**src/hold_recovery_pkg.sv**
```systemverilog
// shared constants, types and helpers of the hold recovery and ratio control block
package hold_recovery_pkg;

  // controller states
  typedef enum logic [2:0] {
    ST_RESET = 3'h0,
    ST_CAL   = 3'h1,
    ST_TRACK = 3'h2,
    ST_HOLD  = 3'h3,
    ST_SLEW  = 3'h4
  } ctrl_state_t;

  // register byte addresses
  localparam logic [4:0] ADDR_STATUS   = 5'h00;
  localparam logic [4:0] ADDR_SETTINGS = 5'h04;
  localparam logic [4:0] ADDR_RATIO    = 5'h08;
  localparam logic [4:0] ADDR_PHASE    = 5'h0c;
  localparam logic [4:0] ADDR_CONTROL  = 5'h10;

  // status, settings and control field positions
  localparam int STAT_HOLD_BIT   = 3;
  localparam int STAT_CAL_BIT    = 4;
  localparam int STAT_OUTEN_BIT  = 5;
  localparam int STAT_RANGE_BIT  = 6;
  localparam int CTRL_RECAL_BIT  = 0;
  localparam int SET_BW_LSB      = 9;

  // input range codes, 001 = 19 MHz up to 110 = 622 MHz
  localparam logic [2:0] IN_RANGE_FIRST = 3'h1;
  localparam logic [2:0] IN_RANGE_LAST  = 3'h6;

  // output range codes and their power-of-two exponents over the 19 MHz range
  localparam logic [1:0] OUT_RANGE_19  = 2'h1;
  localparam logic [1:0] OUT_RANGE_155 = 2'h2;
  localparam logic [1:0] OUT_RANGE_622 = 2'h3;
  localparam logic [2:0] OUT_EXP_19    = 3'h0;
  localparam logic [2:0] OUT_EXP_155   = 3'h3;
  localparam logic [2:0] OUT_EXP_622   = 3'h5;

  // error correction scaling codes and factors
  localparam logic [1:0] FEC_NONE = 2'h0;
  localparam logic [1:0] FEC_UP   = 2'h1;
  localparam logic [1:0] FEC_DOWN = 2'h2;
  localparam logic [7:0] FEC_255  = 8'hff;
  localparam logic [7:0] FEC_238  = 8'hee;
  localparam logic [7:0] FEC_UNIT = 8'h01;

  // slew counter reload per loop bandwidth setting, one less than the cycles between phase steps
  localparam logic [7:0] SLEW_PERIOD_BW0 = 8'h40;
  localparam logic [7:0] SLEW_PERIOD_BW1 = 8'h20;
  localparam logic [7:0] SLEW_PERIOD_BW2 = 8'h10;
  localparam logic [7:0] SLEW_PERIOD_BW3 = 8'h08;

  // an undriven pin reads as low
  function automatic logic pulled(input logic b);
    return (b === 1'b1);
  endfunction

  // slew period for a bandwidth code
  function automatic logic [7:0] slew_period(input logic [1:0] bw);
    case (bw)
      2'h0:    return SLEW_PERIOD_BW0;
      2'h1:    return SLEW_PERIOD_BW1;
      2'h2:    return SLEW_PERIOD_BW2;
      default: return SLEW_PERIOD_BW3;
    endcase
  endfunction

endpackage

```
**src/strap_capture.sv**
```systemverilog
// captures static configuration pins with pull-down behaviour on a capture pulse
`timescale 1ns/100ps
module strap_capture #(
  parameter int W = 9
) (
  input  wire logic         clk,
  input  wire logic         rst_n,
  input  wire logic         capture,
  input  wire logic [W-1:0] straps_in,
  output logic      [W-1:0] straps_q
);

  if (W < 1) begin : g_bad_w
    $error("strap_capture needs at least one bit");
  end

  logic [W-1:0] straps_d;

  // one capture flop per strap bit
  for (genvar i = 0; i < W; i++) begin : g_bit
    // undriven pins count as low, sampled only on capture
    always_comb begin
      straps_d[i] = straps_q[i];
      if (capture) begin
        straps_d[i] = hold_recovery_pkg::pulled(straps_in[i]);
      end
    end

    // register the bit
    always_ff @(posedge clk) begin
      if (!rst_n) begin
        straps_q[i] <= 1'b0;
      end else begin
        straps_q[i] <= straps_d[i];
      end
    end
  end

endmodule // strap_capture

```
**src/ratio_decoder.sv**
```systemverilog
// decodes range and scaling settings into a multiplication ratio
`timescale 1ns/100ps
module ratio_decoder (
  input  wire logic        clk,
  input  wire logic        rst_n,
  input  wire logic [2:0]  in_range,
  input  wire logic [1:0]  out_range,
  input  wire logic [1:0]  fec,
  output logic      [15:0] ratio_num_q,
  output logic      [15:0] ratio_den_q,
  output logic             range_error_q
);

  logic [15:0] num_d;
  logic [15:0] den_d;
  logic        err_d;
  logic [2:0]  out_exp;
  logic [2:0]  in_exp;
  logic [7:0]  fnum;
  logic [7:0]  fden;

  // ratio = fnum * 2^out_exp / (fden * 2^(in_range-1))
  always_comb begin
    err_d   = 1'b0;
    in_exp  = in_range - 3'h1;
    out_exp = hold_recovery_pkg::OUT_EXP_19;
    fnum    = hold_recovery_pkg::FEC_UNIT;
    fden    = hold_recovery_pkg::FEC_UNIT;
    if (in_range < hold_recovery_pkg::IN_RANGE_FIRST ||
        in_range > hold_recovery_pkg::IN_RANGE_LAST) begin
      err_d = 1'b1;
    end
    case (out_range)
      hold_recovery_pkg::OUT_RANGE_19:  out_exp = hold_recovery_pkg::OUT_EXP_19;
      hold_recovery_pkg::OUT_RANGE_155: out_exp = hold_recovery_pkg::OUT_EXP_155;
      hold_recovery_pkg::OUT_RANGE_622: out_exp = hold_recovery_pkg::OUT_EXP_622;
      default:                          err_d   = 1'b1;
    endcase
    case (fec)
      hold_recovery_pkg::FEC_NONE: ;
      hold_recovery_pkg::FEC_UP: begin
        fnum = hold_recovery_pkg::FEC_255;
        fden = hold_recovery_pkg::FEC_238;
      end
      hold_recovery_pkg::FEC_DOWN: begin
        fnum = hold_recovery_pkg::FEC_238;
        fden = hold_recovery_pkg::FEC_255;
      end
      default: err_d = 1'b1;
    endcase
    num_d = 16'(fnum) << out_exp;
    den_d = 16'(fden) << in_exp;
    if (err_d) begin
      num_d = 16'h0000;
      den_d = 16'h0000;
    end
  end

  // register the ratio
  always_ff @(posedge clk) begin
    if (!rst_n) begin
      ratio_num_q   <= 16'h0000;
      ratio_den_q   <= 16'h0000;
      range_error_q <= 1'b0;
    end else begin
      ratio_num_q   <= num_d;
      ratio_den_q   <= den_d;
      range_error_q <= err_d;
    end
  end

endmodule // ratio_decoder

```
**src/hold_recovery_ratio_control.sv**
```systemverilog
// hold recovery, phase build-out and ratio control with an avalon register slave
// Function
// - with fixed phase mode high, leaving hold is not hitless.
// - with fixed phase mode high, output phase returns to the default relation.
// - that phase return moves at a rate set by loop bandwidth select and double bandwidth.
// - with fixed phase mode low, build-out absorbs the phase difference on hold exit.
// - after build-out the phase relation at switch-back time is kept.
// - multiplication factor comes from input range, output range and error correction scaling.
// - undriven control inputs read as low.
// - input range 001..110 maps 19..622 MHz; 000 and 111 reserved.
// - hold entered only on reference loss and shown on hold_active.
// - reset/calibrate low holds the reset state; its rising edge starts self-calibration.
`timescale 1ns/100ps
module hold_recovery_ratio_control #(
  parameter int PHASE_W    = 16,
  parameter int CAL_CYCLES = 1024
) (
  input  wire logic               clk,
  input  wire logic               rst_n,
  input  wire logic               reset_calibrate_n,
  input  wire logic               fixed_phase_mode,
  input  wire logic               double_bandwidth,
  input  wire logic [1:0]         loop_bandwidth_select,
  input  wire logic [2:0]         input_range_select,
  input  wire logic [1:0]         output_range_select,
  input  wire logic [1:0]         error_correction_scaling,
  input  wire logic               reference_lost,
  input  wire logic [PHASE_W-1:0] phase_diff,
  input  wire logic [4:0]         address,
  input  wire logic               read,
  input  wire logic               write,
  input  wire logic [31:0]        writedata,
  output logic      [31:0]        readdata,
  output logic                    waitrequest,
  output logic                    hold_active,
  output logic                    calibrating,
  output logic                    clock_out_enable,
  output logic      [PHASE_W-1:0] phase_offset,
  output logic      [15:0]        ratio_num,
  output logic      [15:0]        ratio_den,
  output logic                    range_error
);

  if (PHASE_W < 4 || PHASE_W > 32) begin : g_bad_phase_w
    $error("PHASE_W must lie between 4 and 32");
  end
  if (CAL_CYCLES < 2) begin : g_bad_cal
    $error("CAL_CYCLES must be at least 2");
  end

  localparam int CW      = $clog2(CAL_CYCLES);
  localparam int STRAP_W = 9;

  hold_recovery_pkg::ctrl_state_t state_q, state_d;

  logic                      rcal_q;
  logic                      rcal_now;
  logic                      rcal_rise;
  logic [STRAP_W-1:0]        straps_in;
  logic [STRAP_W-1:0]        straps_q;
  logic                      fixed_q;
  logic                      dbl_q;
  logic [1:0]                bw_now;
  logic [CW-1:0]             cal_cnt_q, cal_cnt_d;
  logic [7:0]                slew_cnt_q, slew_cnt_d;
  logic                      slew_tick;
  logic signed [PHASE_W-1:0] offset_q, offset_d;
  logic signed [PHASE_W-1:0] step;
  logic                      hold_q, hold_d;
  logic                      cal_q, cal_d;
  logic                      outen_q, outen_d;
  logic                      ack_q, ack_d;
  logic [31:0]               rdata_q, rdata_d;
  logic                      recal_req;

  // undriven pins read low; reset/calibrate edge detection
  assign rcal_now  = hold_recovery_pkg::pulled(reset_calibrate_n);
  assign bw_now    = {hold_recovery_pkg::pulled(loop_bandwidth_select[1]),
                      hold_recovery_pkg::pulled(loop_bandwidth_select[0])};
  assign rcal_rise = rcal_now & ~rcal_q;

  // strap order: fixed, double, scaling, output range, input range
  assign straps_in = {fixed_phase_mode, double_bandwidth, error_correction_scaling,
                      output_range_select, input_range_select};

  // settings sampled on the reset/calibrate rise
  strap_capture #(
    .W (STRAP_W)
  ) u_straps (
    .clk       (clk),
    .rst_n     (rst_n),
    .capture   (rcal_rise),
    .straps_in (straps_in),
    .straps_q  (straps_q)
  );

  assign fixed_q = straps_q[8];
  assign dbl_q   = straps_q[7];

  // multiplication ratio from sampled settings
  ratio_decoder u_ratio (
    .clk           (clk),
    .rst_n         (rst_n),
    .in_range      (straps_q[2:0]),
    .out_range     (straps_q[4:3]),
    .fec           (straps_q[6:5]),
    .ratio_num_q   (ratio_num),
    .ratio_den_q   (ratio_den),
    .range_error_q (range_error)
  );

  // slew step doubles with double bandwidth
  assign step      = dbl_q ? PHASE_W'(2) : PHASE_W'(1);
  assign slew_tick = (slew_cnt_q == 8'h00);

  // controller next state
  always_comb begin
    state_d    = state_q;
    cal_cnt_d  = cal_cnt_q;
    slew_cnt_d = slew_cnt_q;
    offset_d   = offset_q;
    case (state_q)
      hold_recovery_pkg::ST_RESET: begin
        offset_d = '0;
        if (rcal_rise) begin
          state_d   = hold_recovery_pkg::ST_CAL;
          cal_cnt_d = '0;
        end
      end
      hold_recovery_pkg::ST_CAL: begin
        offset_d = '0;
        if (!reference_lost) begin
          cal_cnt_d = cal_cnt_q + CW'(1);
          if (cal_cnt_q == CW'(CAL_CYCLES - 1)) begin
            state_d = hold_recovery_pkg::ST_TRACK;
          end
        end
      end
      hold_recovery_pkg::ST_TRACK: begin
        if (reference_lost) begin
          state_d = hold_recovery_pkg::ST_HOLD;
        end
      end
      hold_recovery_pkg::ST_HOLD: begin
        if (!reference_lost) begin
          offset_d = phase_diff;
          if (fixed_q) begin
            state_d    = hold_recovery_pkg::ST_SLEW;
            slew_cnt_d = hold_recovery_pkg::slew_period(bw_now);
          end else begin
            state_d = hold_recovery_pkg::ST_TRACK;
          end
        end
      end
      hold_recovery_pkg::ST_SLEW: begin
        if (reference_lost) begin
          state_d = hold_recovery_pkg::ST_HOLD;
        end else if (slew_tick) begin
          slew_cnt_d = hold_recovery_pkg::slew_period(bw_now);
          if (offset_q > step) begin
            offset_d = offset_q - step;
          end else if (offset_q < -step) begin
            offset_d = offset_q + step;
          end else begin
            offset_d = '0;
            state_d  = hold_recovery_pkg::ST_TRACK;
          end
        end else begin
          slew_cnt_d = slew_cnt_q - 8'h01;
        end
      end
      default: state_d = hold_recovery_pkg::ST_RESET;
    endcase
    if (recal_req && state_q != hold_recovery_pkg::ST_RESET) begin
      state_d   = hold_recovery_pkg::ST_CAL;
      cal_cnt_d = '0;
      offset_d  = '0;
    end
    if (!rcal_now) begin
      state_d = hold_recovery_pkg::ST_RESET;
    end
  end

  // status flags follow the next state
  always_comb begin
    hold_d  = (state_d == hold_recovery_pkg::ST_HOLD);
    cal_d   = (state_d == hold_recovery_pkg::ST_CAL);
    outen_d = (state_d != hold_recovery_pkg::ST_RESET);
  end

  // controller registers
  always_ff @(posedge clk) begin
    if (!rst_n) begin
      state_q    <= hold_recovery_pkg::ST_RESET;
      rcal_q     <= 1'b0;
      cal_cnt_q  <= '0;
      slew_cnt_q <= 8'h00;
      offset_q   <= '0;
      hold_q     <= 1'b0;
      cal_q      <= 1'b0;
      outen_q    <= 1'b0;
    end else begin
      state_q    <= state_d;
      rcal_q     <= rcal_now;
      cal_cnt_q  <= cal_cnt_d;
      slew_cnt_q <= slew_cnt_d;
      offset_q   <= offset_d;
      hold_q     <= hold_d;
      cal_q      <= cal_d;
      outen_q    <= outen_d;
    end
  end

  assign hold_active      = hold_q;
  assign calibrating      = cal_q;
  assign clock_out_enable = outen_q;
  assign phase_offset     = offset_q;

  // bus slave: one wait cycle, then the answer
  assign waitrequest = (read | write) & ~ack_q;
  assign recal_req   = write & ack_q & (address == hold_recovery_pkg::ADDR_CONTROL) &
                       writedata[hold_recovery_pkg::CTRL_RECAL_BIT];

  // read data prepared during the wait cycle; unmapped reads return zero
  always_comb begin
    ack_d   = (read | write) & ~ack_q;
    rdata_d = rdata_q;
    if (read && !ack_q) begin
      rdata_d = 32'h0000_0000;
      if (address == hold_recovery_pkg::ADDR_STATUS) begin
        rdata_d[2:0]                              = state_q;
        rdata_d[hold_recovery_pkg::STAT_HOLD_BIT]  = hold_q;
        rdata_d[hold_recovery_pkg::STAT_CAL_BIT]   = cal_q;
        rdata_d[hold_recovery_pkg::STAT_OUTEN_BIT] = outen_q;
        rdata_d[hold_recovery_pkg::STAT_RANGE_BIT] = range_error;
      end else if (address == hold_recovery_pkg::ADDR_SETTINGS) begin
        rdata_d[STRAP_W-1:0] = straps_q;
        rdata_d[hold_recovery_pkg::SET_BW_LSB +: 2] = bw_now;
      end else if (address == hold_recovery_pkg::ADDR_RATIO) begin
        rdata_d = {ratio_num, ratio_den};
      end else if (address == hold_recovery_pkg::ADDR_PHASE) begin
        rdata_d = 32'(offset_q);
      end
    end
  end

  // bus registers
  always_ff @(posedge clk) begin
    if (!rst_n) begin
      ack_q   <= 1'b0;
      rdata_q <= 32'h0000_0000;
    end else begin
      ack_q   <= ack_d;
      rdata_q <= rdata_d;
    end
  end

  assign readdata = rdata_q;
endmodule // hold_recovery_ratio_control

```
**config.mk**
```make
export PLATFORM = sky130hd
export DESIGN_NAME = hold_recovery_ratio_control
export DESIGN_NICKNAME = d
export VERILOG_FILES = /design/src/hold_recovery_pkg.sv /design/src/strap_capture.sv /design/src/ratio_decoder.sv /design/src/hold_recovery_ratio_control.sv
export SDC_FILE = /design/constraint.sdc
export NUM_CORES = 1
export LEC_CHECK = 0
export BUFFER_PORTS_ARGS = -buffer_cell sky130_fd_sc_hd__buf_2
export CORE_ASPECT_RATIO = 1.4
export CORE_MARGIN = 1.5
export CORE_UTILIZATION = 58
export DETAILED_ROUTE_END_ITERATION = 12
export PLACE_DENSITY = 0.9
export SLEW_MARGIN = 0
export SYNTH_ARGS = -nofsm -noshare
export SYNTH_HDL_FRONTEND = slang
export SYNTH_SLANG_ARGS = --single-unit
```
**constraint.sdc**
```tcl
create_clock -name clk -period 6.12 [get_ports clk]
set_input_delay 1.224 -clock clk [delete_from_list [all_inputs] [get_ports clk]]
set_output_delay 1.224 -clock clk [all_outputs]
set_load 0.03 [all_outputs]
```
; ---- Word-level counts from Yosys, hierarchy flattened
; Index checks and enable logic that the tools add are counted.
[totals]
regBits = 116
latch_bits = 0
ram_bits = 0
rom_bits = 0
input_bits = 70
output_inout_bits = 85
elab_cells = 142
memories = 0
[classes]
add_sub_neg = 6
multipliers = 0
div = 0
magnitude_cmp = 4
eq_ne = 36
n_shift = 2
mux = 41
bitwise_logic = 9
reduce_logical = 22
[op_table]
columns = op, count
row1 = $mux W16, 5
row2 = $mux W32, 2
row3 = $pmux W16 S3, 1
row4 = $pmux W8 S2, 3
row5 = $mux W3, 12
row6 = $mux W8, 4
row7 = $shl A8 B3 Y16, 2
row8 = $mux W25, 1
row9 = $mux W21, 1
row10 = $pmux W7 S3, 1
row11 = $mux W10, 2
row12 = $pmux W10 S2, 1
row13 = $add A16 B3 Y16, 1
row14 = $gt A16 B3 Y1, 1
row15 = $lt A16 B16 Y1, 1
row16 = $neg A2 Y16, 1
row17 = $sub A16 B3 Y16, 1
row18 = $pmux W3 S5, 1
row19 = $eqx A1 B1 Y1 const B, 12
row20 = $mux W11, 1
row21 = $add A10 B1 Y10 const B, 1
row22 = $eq A10 B10 Y1 const B, 1
row23 = $eq A5 B4 Y1 const B, 2
row24 = $ne A2 B2 Y1 const B, 5
row25 = other kinds (32), 57

; ---- Longest topological paths before layout
; Gate-level depths: netlist of run 1.
[depth]
depth_word = 11
ltp_mapped = 10

; ---- Cells and area by module
; A second synthesis of run 1 with hierarchy kept.
[hier_totals]
cells_unflattened = 728
hier_area_um2 = 6004.5
[modules_own_cells]
columns = module, n_inst, cells_each, area_each_um2, seq_area_each_um2
row1 = hold_recovery_ratio_control, 1, 576, 4439.3, 1481.4
row2 = ratio_decoder, 1, 124, 1227.4, 620.6
row3 = strap_capture, 1, 28, 337.8, 180.2

; ---- Worst setup path after synthesis of run 1
; OpenSTA, ideal clock, no wires.
[synth_timing]
kind = input to output
startpoint = input port write
endpoint = output port waitrequest
arrival_time_ns = 1.671
required_ns = 4.896
setup_slack_ns = 3.225
stages = 2
n_path_buf = 0
path_cell_list = nor2_1 nor2_1
[synth_between]
elab_chain_cells = 2
[synth_rtl]
columns = element, line
row1 = from (decl), hold_recovery_ratio_control.sv:31  ; input wire logic write,
row2 = $or A1 B1 Y1, hold_recovery_ratio_control.sv:220  ; assign waitrequest = (read | write) & ~ack_q;
row3 = $and A1 B1 Y1, hold_recovery_ratio_control.sv:220
row4 = to (decl), hold_recovery_ratio_control.sv:34  ; output logic waitrequest,
; Every way passes these cells.

; ---- Worst setup path in the final report of run 1
[layout_timing]
startpoint = input port address[3]
endpoint = register offset_q[6], in the netlist phase_offset[6]
[layout_between]
elab_chain_cells = 5
[layout_rtl]
columns = element, line
row1 = from (decl), hold_recovery_ratio_control.sv:29  ; input wire logic [4:0] address,
row2 = $eq A5 B5 Y1, hold_recovery_ratio_control.sv:221  ; assign recal_req = write & ack_q & (address == hold_recovery_pkg::ADDR_CONTROL) &
row3 = $and A1 B1 Y1 (2 in a row), hold_recovery_ratio_control.sv:221
row4 = $logic_and A1 B1 Y1, hold_recovery_ratio_control.sv:174  ; if (recal_req && state_q != hold_recovery_pkg::ST_RESET) begin
row5 = $reduce_or A2 Y1 (no source line), --
row6 = to (signal assigned), hold_recovery_ratio_control.sv:207  ; offset_q <= offset_d;
row7 = to (decl), hold_recovery_ratio_control.sv:67  ; logic signed [PHASE_W-1:0] offset_q, offset_d;
; Every way passes these cells.
; A chain may end at the register's enable or synchronous reset.

==> metrics, run 1 <==
status completed; placed inst area 0.00654 mm^2; Buffers on Ports 121; Final Skew 0.00656 ns; CP Cell Sequence buf_2, or2_0, or4_1, o21a_1, and3_1, a32oi_1, o21ai_1; initial antenna violation count 0; Crit Path Max Fanout 21; CTS Buf Count 17; clock latency at the later pin of the worst-skew pair 0.41 ns; DRT Pass-1 Iters 7; area grow syn2layout 19.4%; CP Launch Type input pin; share of cells above drive strength 1 20.9%; first-pass GRT wire length 28.7 mm; Synth Cell Area 0.00599 mm^2; gr ovfl total 0; Fillers 748; Setup Buffers After CTS 0; CTS Root Cell clkbuf_16; DRC 0; Critical Setup Path Class in2reg; YS warnings 0; Peak Freq 322 MHz; Unique masters post-synth 80; CTS resizes 0; H-tree levels 4; vias in the first global route 5,699; CP max-delay cell or4_1; fin cells 964; largest net degree at the start of global routing 56; DP Wirelength 13.1 mm; Post-synth EDFFs 0; I/O Pins 155; Global Route Usage Sum 34.4%; Fin. Hold Viols 0; Max IR drop VDD 0.000227 V; Hold Buf Count CTS 0; Core Box Area 0.00995 mm^2; Commonest cells post-synth dfxtp_1 (113), nand2_1 (76), nor2_1 (65), o21ai_0 (52), clkbuf_1 (39); ANT nets after route 0; iteration-0 DRC count of the detailed router 506; Die ar. 0.0110 mm^2; Die W 88.9 um; HP Class reg2reg; Starting Density 60.2%; Via density 6.31; fin crit period 3.11 ns; Worst Path Required 6.41 ns; Clock Sinks 113; synth top area cells dfxtp_1 (38%), nand2_1 (4.8%), o21ai_0 (4.3%); Worst-path clk slew 0.05 ns; hold path depth 2; top-area cell type share of the netlist area 37.8%; RSZ-0062 raised after global routing no; Synth area leader dfxtp_1; CTS tree built; Seq cells post-synth 113; worst slack at placement 2.64 ns; # diodes 0; Max Root-Sink Buffers 2; final core occ 71.9%; RD Place Congestion 0.963; top-count cell post-synth dfxtp_1; Worst setup EP type flop; Lkg Pwr 2.98 nW; Mapped Avg Cell Area 8.25 um^2; WL final 18.4 mm; via count 6,079; Synth async-reset ratio 0%; endpoints failing setup 0; Slew Viols, Final 0; most common flop cell mapped by yosys dfxtp_1; Final WS setup 3.01 ns; Die Ht 123 um; max cap viols 0; Final nets 900; R2R cell count 10; Seq/Total Area, Yosys 37.8%; power per cell area 271 mW/mm^2; CP peak stage delay 0.60 ns; hold_ws 0.462 ns; Placed Cells 932; CP Data Arrival Time 3.40 ns; Post-Syn Instances 726; mean routed wirelength per cell 19.1 um; setup TNS 0 ns; period utilization 50.8%; final instance area 0.00715 mm^2; Worst slew margin 20.1%; Pwr Total 1.94 mW; Least-Margin Pin Slew 1.20 ns; number of core rows 43
## state kept, by name, indices dropped and copies added, names as in the netlist
signal                 count
calibrating                1
u_ratio.ratio_den_q       15
rcal_q                     1
u_straps.straps_q          9
cal_cnt_q                 10
clock_out_enable           1
slew_cnt_q                 8
hold_active                1
state_q                    3
u_ratio.ratio_num_q       15
readdata                  31
phase_offset              16
u_ratio.range_error_q      1
ack_q                      1
## critical path: cells and delay by family
kind	cells	cell delay (ns)
AOI/OAI and AO/OA	3	0.73
buffers and inverters	1	0.24
and+or+nand+nor	3	1.20
## kinds of logic after synthesis
family	Yosys count	synth area share [%]
compound gates	202	22.8
xor+xnor	11	1.61
fa+ha+maj	15	3.34
buf+inv	74	5.45
flops	113	37.8
mux	11	2.74
other cells	1	0.0626
simple gates	299	26.2
## layer usage
metal | wire (um) | vias to the layer above | GRT usage, %
met5 | 0 | - | 0
met4 | 882 | 0 | 21.0
met3 | 1290 | 67 | 7.61
met2 | 9310 | 351 | 57.5
met1 | 6910 | 2857 | 39.4
li1 | - | 2804 | -
## cells in the final DEF (no fill, tap or decap), types with 11 or more instances in the layout
master,n
buf_2,121
dfxtp_1,113
nand2_1,76
nor2_1,65
o21ai_0,52
a21oi_1,35
a21boi_0,26
nor2b_1,24
nand3_1,22
nor3_1,21
inv_1,19
clkbuf_16,17
and3_1,12
ha_1,12
nand4_1,11
## power breakdown
part           total [mW]  switching, mW  leakage [nW]  internal (mW)
logic               0.147         0.0968          1.76         0.0501
registers           0.761         0.0134         0.914          0.747
clock network        1.03          0.342         0.301          0.688
total                1.94          0.452          2.98           1.49
## cell type report
class / count / area, um^2 / area share, %
tap: 135 / 169 / 2.36
clock buffer: 21 / 450 / 6.30
sequential: 113 / 2260 / 31.6
inverter: 19 / 71.3 / 0.997
timing repair buffer: 123 / 621 / 8.68
clock inverter: 11 / 161 / 2.26
multi-input combinational: 542 / 3420 / 47.8
## worst paths after layout
path	from	endpoint	slack, ns
worst max-delay path	address[3]	phase_offset[6]	3.01
worst min-delay path	readdata[21]	readdata[21]	0.46
worst max register to register	u_straps.straps_q[7]	phase_offset[12]	3.13
worst min register to register	readdata[21]	readdata[21]	0.46
No activity file was read; power rests on OpenSTA's default activity.
==> run 2: changes to the inputs <==
--- a/config.mk
+++ b/config.mk
@@ -8,9 +8,9 @@
 export BUFFER_PORTS_ARGS = -buffer_cell sky130_fd_sc_hd__buf_2
 export CORE_ASPECT_RATIO = 1.4
 export CORE_MARGIN = 1.5
-export CORE_UTILIZATION = 58
+export CORE_UTILIZATION = 48
 export DETAILED_ROUTE_END_ITERATION = 12
-export PLACE_DENSITY = 0.9
+export PLACE_DENSITY = 0.8
 export SLEW_MARGIN = 0
 export SYNTH_ARGS = -nofsm -noshare
 export SYNTH_HDL_FRONTEND = slang
==> constraint.sdc (replaced) <==
create_clock -name clk -period 2.7 [get_ports clk]
set_input_delay 0.54 -clock clk [delete_from_list [all_inputs] [get_ports clk]]
set_output_delay 0.54 -clock clk [all_outputs]
set_load 0.03 [all_outputs]
==> run 2 against run 1 <==
  * Global-route usage fell by 7.2 points
  * Sequential power rose by 130%
  * Cell area rose by 3.6%
  * Hold slack got worse by 0.11 ns
  * Critical endpoint is now phase_offset[12]
  * Highest routed layer unchanged
==> metrics, run 2 (synthesis results as in run 1) <==
fin cells 1,018; final core occ 60.4%; CTS Root Cell clkbuf_16; Crit Path Max Fanout 5; largest net degree at the start of global routing 55; Placed Cells 986; endpoints failing setup 0; CTS resizes 0; DP Wirelength 13.2 mm; Least-Margin Pin Slew 0.647 ns; CTS tree built; Final WS setup 0.165 ns; # diodes 0; DRT Pass-1 Iters 5; area grow syn2layout 23.6%; Global Route Usage Sum 27.2%; vias in the first global route 5,674; Core Box Area 0.0123 mm^2; iteration-0 DRC count of the detailed router 361; Die Ht 135 um; CP Launch Type flop; placed inst area 0.00685 mm^2; Die W 97.4 um; Buffers on Ports 121; ANT nets after route 0; H-tree levels 4; HP Class in2reg; Slew Viols, Final 0; power per cell area 564 mW/mm^2; Final nets 939; Hold Buf Count CTS 0; RSZ-0062 raised after global routing no; number of core rows 48; worst slack at placement 0.214 ns; commonest non-fill, non-tap cells in the layout buf_2 (121), dfxtp_1 (113), nand2_1 (76); Worst Path Required 3.05 ns; Final Skew 0.00753 ns; share of cells above drive strength 1 24.3%; Worst-path clk slew 0.05 ns; CTS Buf Count 17; Lkg Pwr 3.15 nW; Fin. Hold Viols 0; Peak Freq 394 MHz; Via density 5.90; fin crit period 2.54 ns; Setup Buffers After CTS 0; period utilization 93.9%; Worst slew margin 56.9%; Pwr Total 4.18 mW; Max IR drop VDD 0.000460 V; max cap viols 0; initial antenna violation count 0; final instance area 0.00741 mm^2; WL final 17.9 mm; status completed; clock latency at the later pin of the worst-skew pair 0.41 ns; Critical Setup Path Class reg2reg; I/O Pins 155; Max Root-Sink Buffers 2; max reg flops 31; hold_ws 0.348 ns; Starting Density 48.9%; gr ovfl total 0; DRC 0; Die ar. 0.0132 mm^2; mean routed wirelength per cell 17.6 um; Worst setup EP type flop; via count 6,004; CP Data Arrival Time 2.88 ns; most common cell after layout, fill and taps aside buf_2; first-pass GRT wire length 28.4 mm; Clock Sinks 113; setup TNS 0 ns; RD Place Congestion 0.972
[run 2: critical path: stages, from the launching register on]
cell and delay (ns):
dfxtp_1 0.31, inv_1 0.07, ha_1 0.20, inv_1 0.09, fa_1 0.45, nor4_1 0.33, nand2_1 0.19, nor2_1 0.12
a32oi_1 0.13, or4_1 0.49, nand4_1 0.09
[run 2: path summary, 6_finish.rpt]
check	start	to	slack, ns	cells after the start
setup / recovery	u_straps.straps_q[7]	phase_offset[12]	0.16	10
hold / removal	phase_diff[10]	phase_offset[10]	0.35	3
setup reg to reg	u_straps.straps_q[7]	phase_offset[12]	0.16	10
hold reg to reg	readdata[20]	readdata[20]	0.46	2
[run 2: layout make-up]
type / count / area [um^2]
Timing Repair Buffer: 162 / 913
Clock inverter: 9 / 81.3
Multi-Input combinational cell: 542 / 3410
Inverter: 19 / 71.3
Clock buffer: 23 / 478
Tap cell: 150 / 188
Fill cell: 1100 / 4850
Sequential cell: 113 / 2260
[run 2: power breakdown]
| group | switching [mW] | internal (mW) |
|---|---|---|
| clock | 0.773 | 1.33 |
| sequential | 0.0257 | 1.69 |
| combinational | 0.222 | 0.128 |
[run 2: routing by layer]
layer / vias up / global-route usage, % / routed length [um]
li1: 2892 / - / -
met1: 2829 / 31.1 / 6940
met2: 240 / 47.7 / 9130
met3: 43 / 6.30 / 1300
met4: 0 / 13.3 / 547
met5: - / 0 / 0
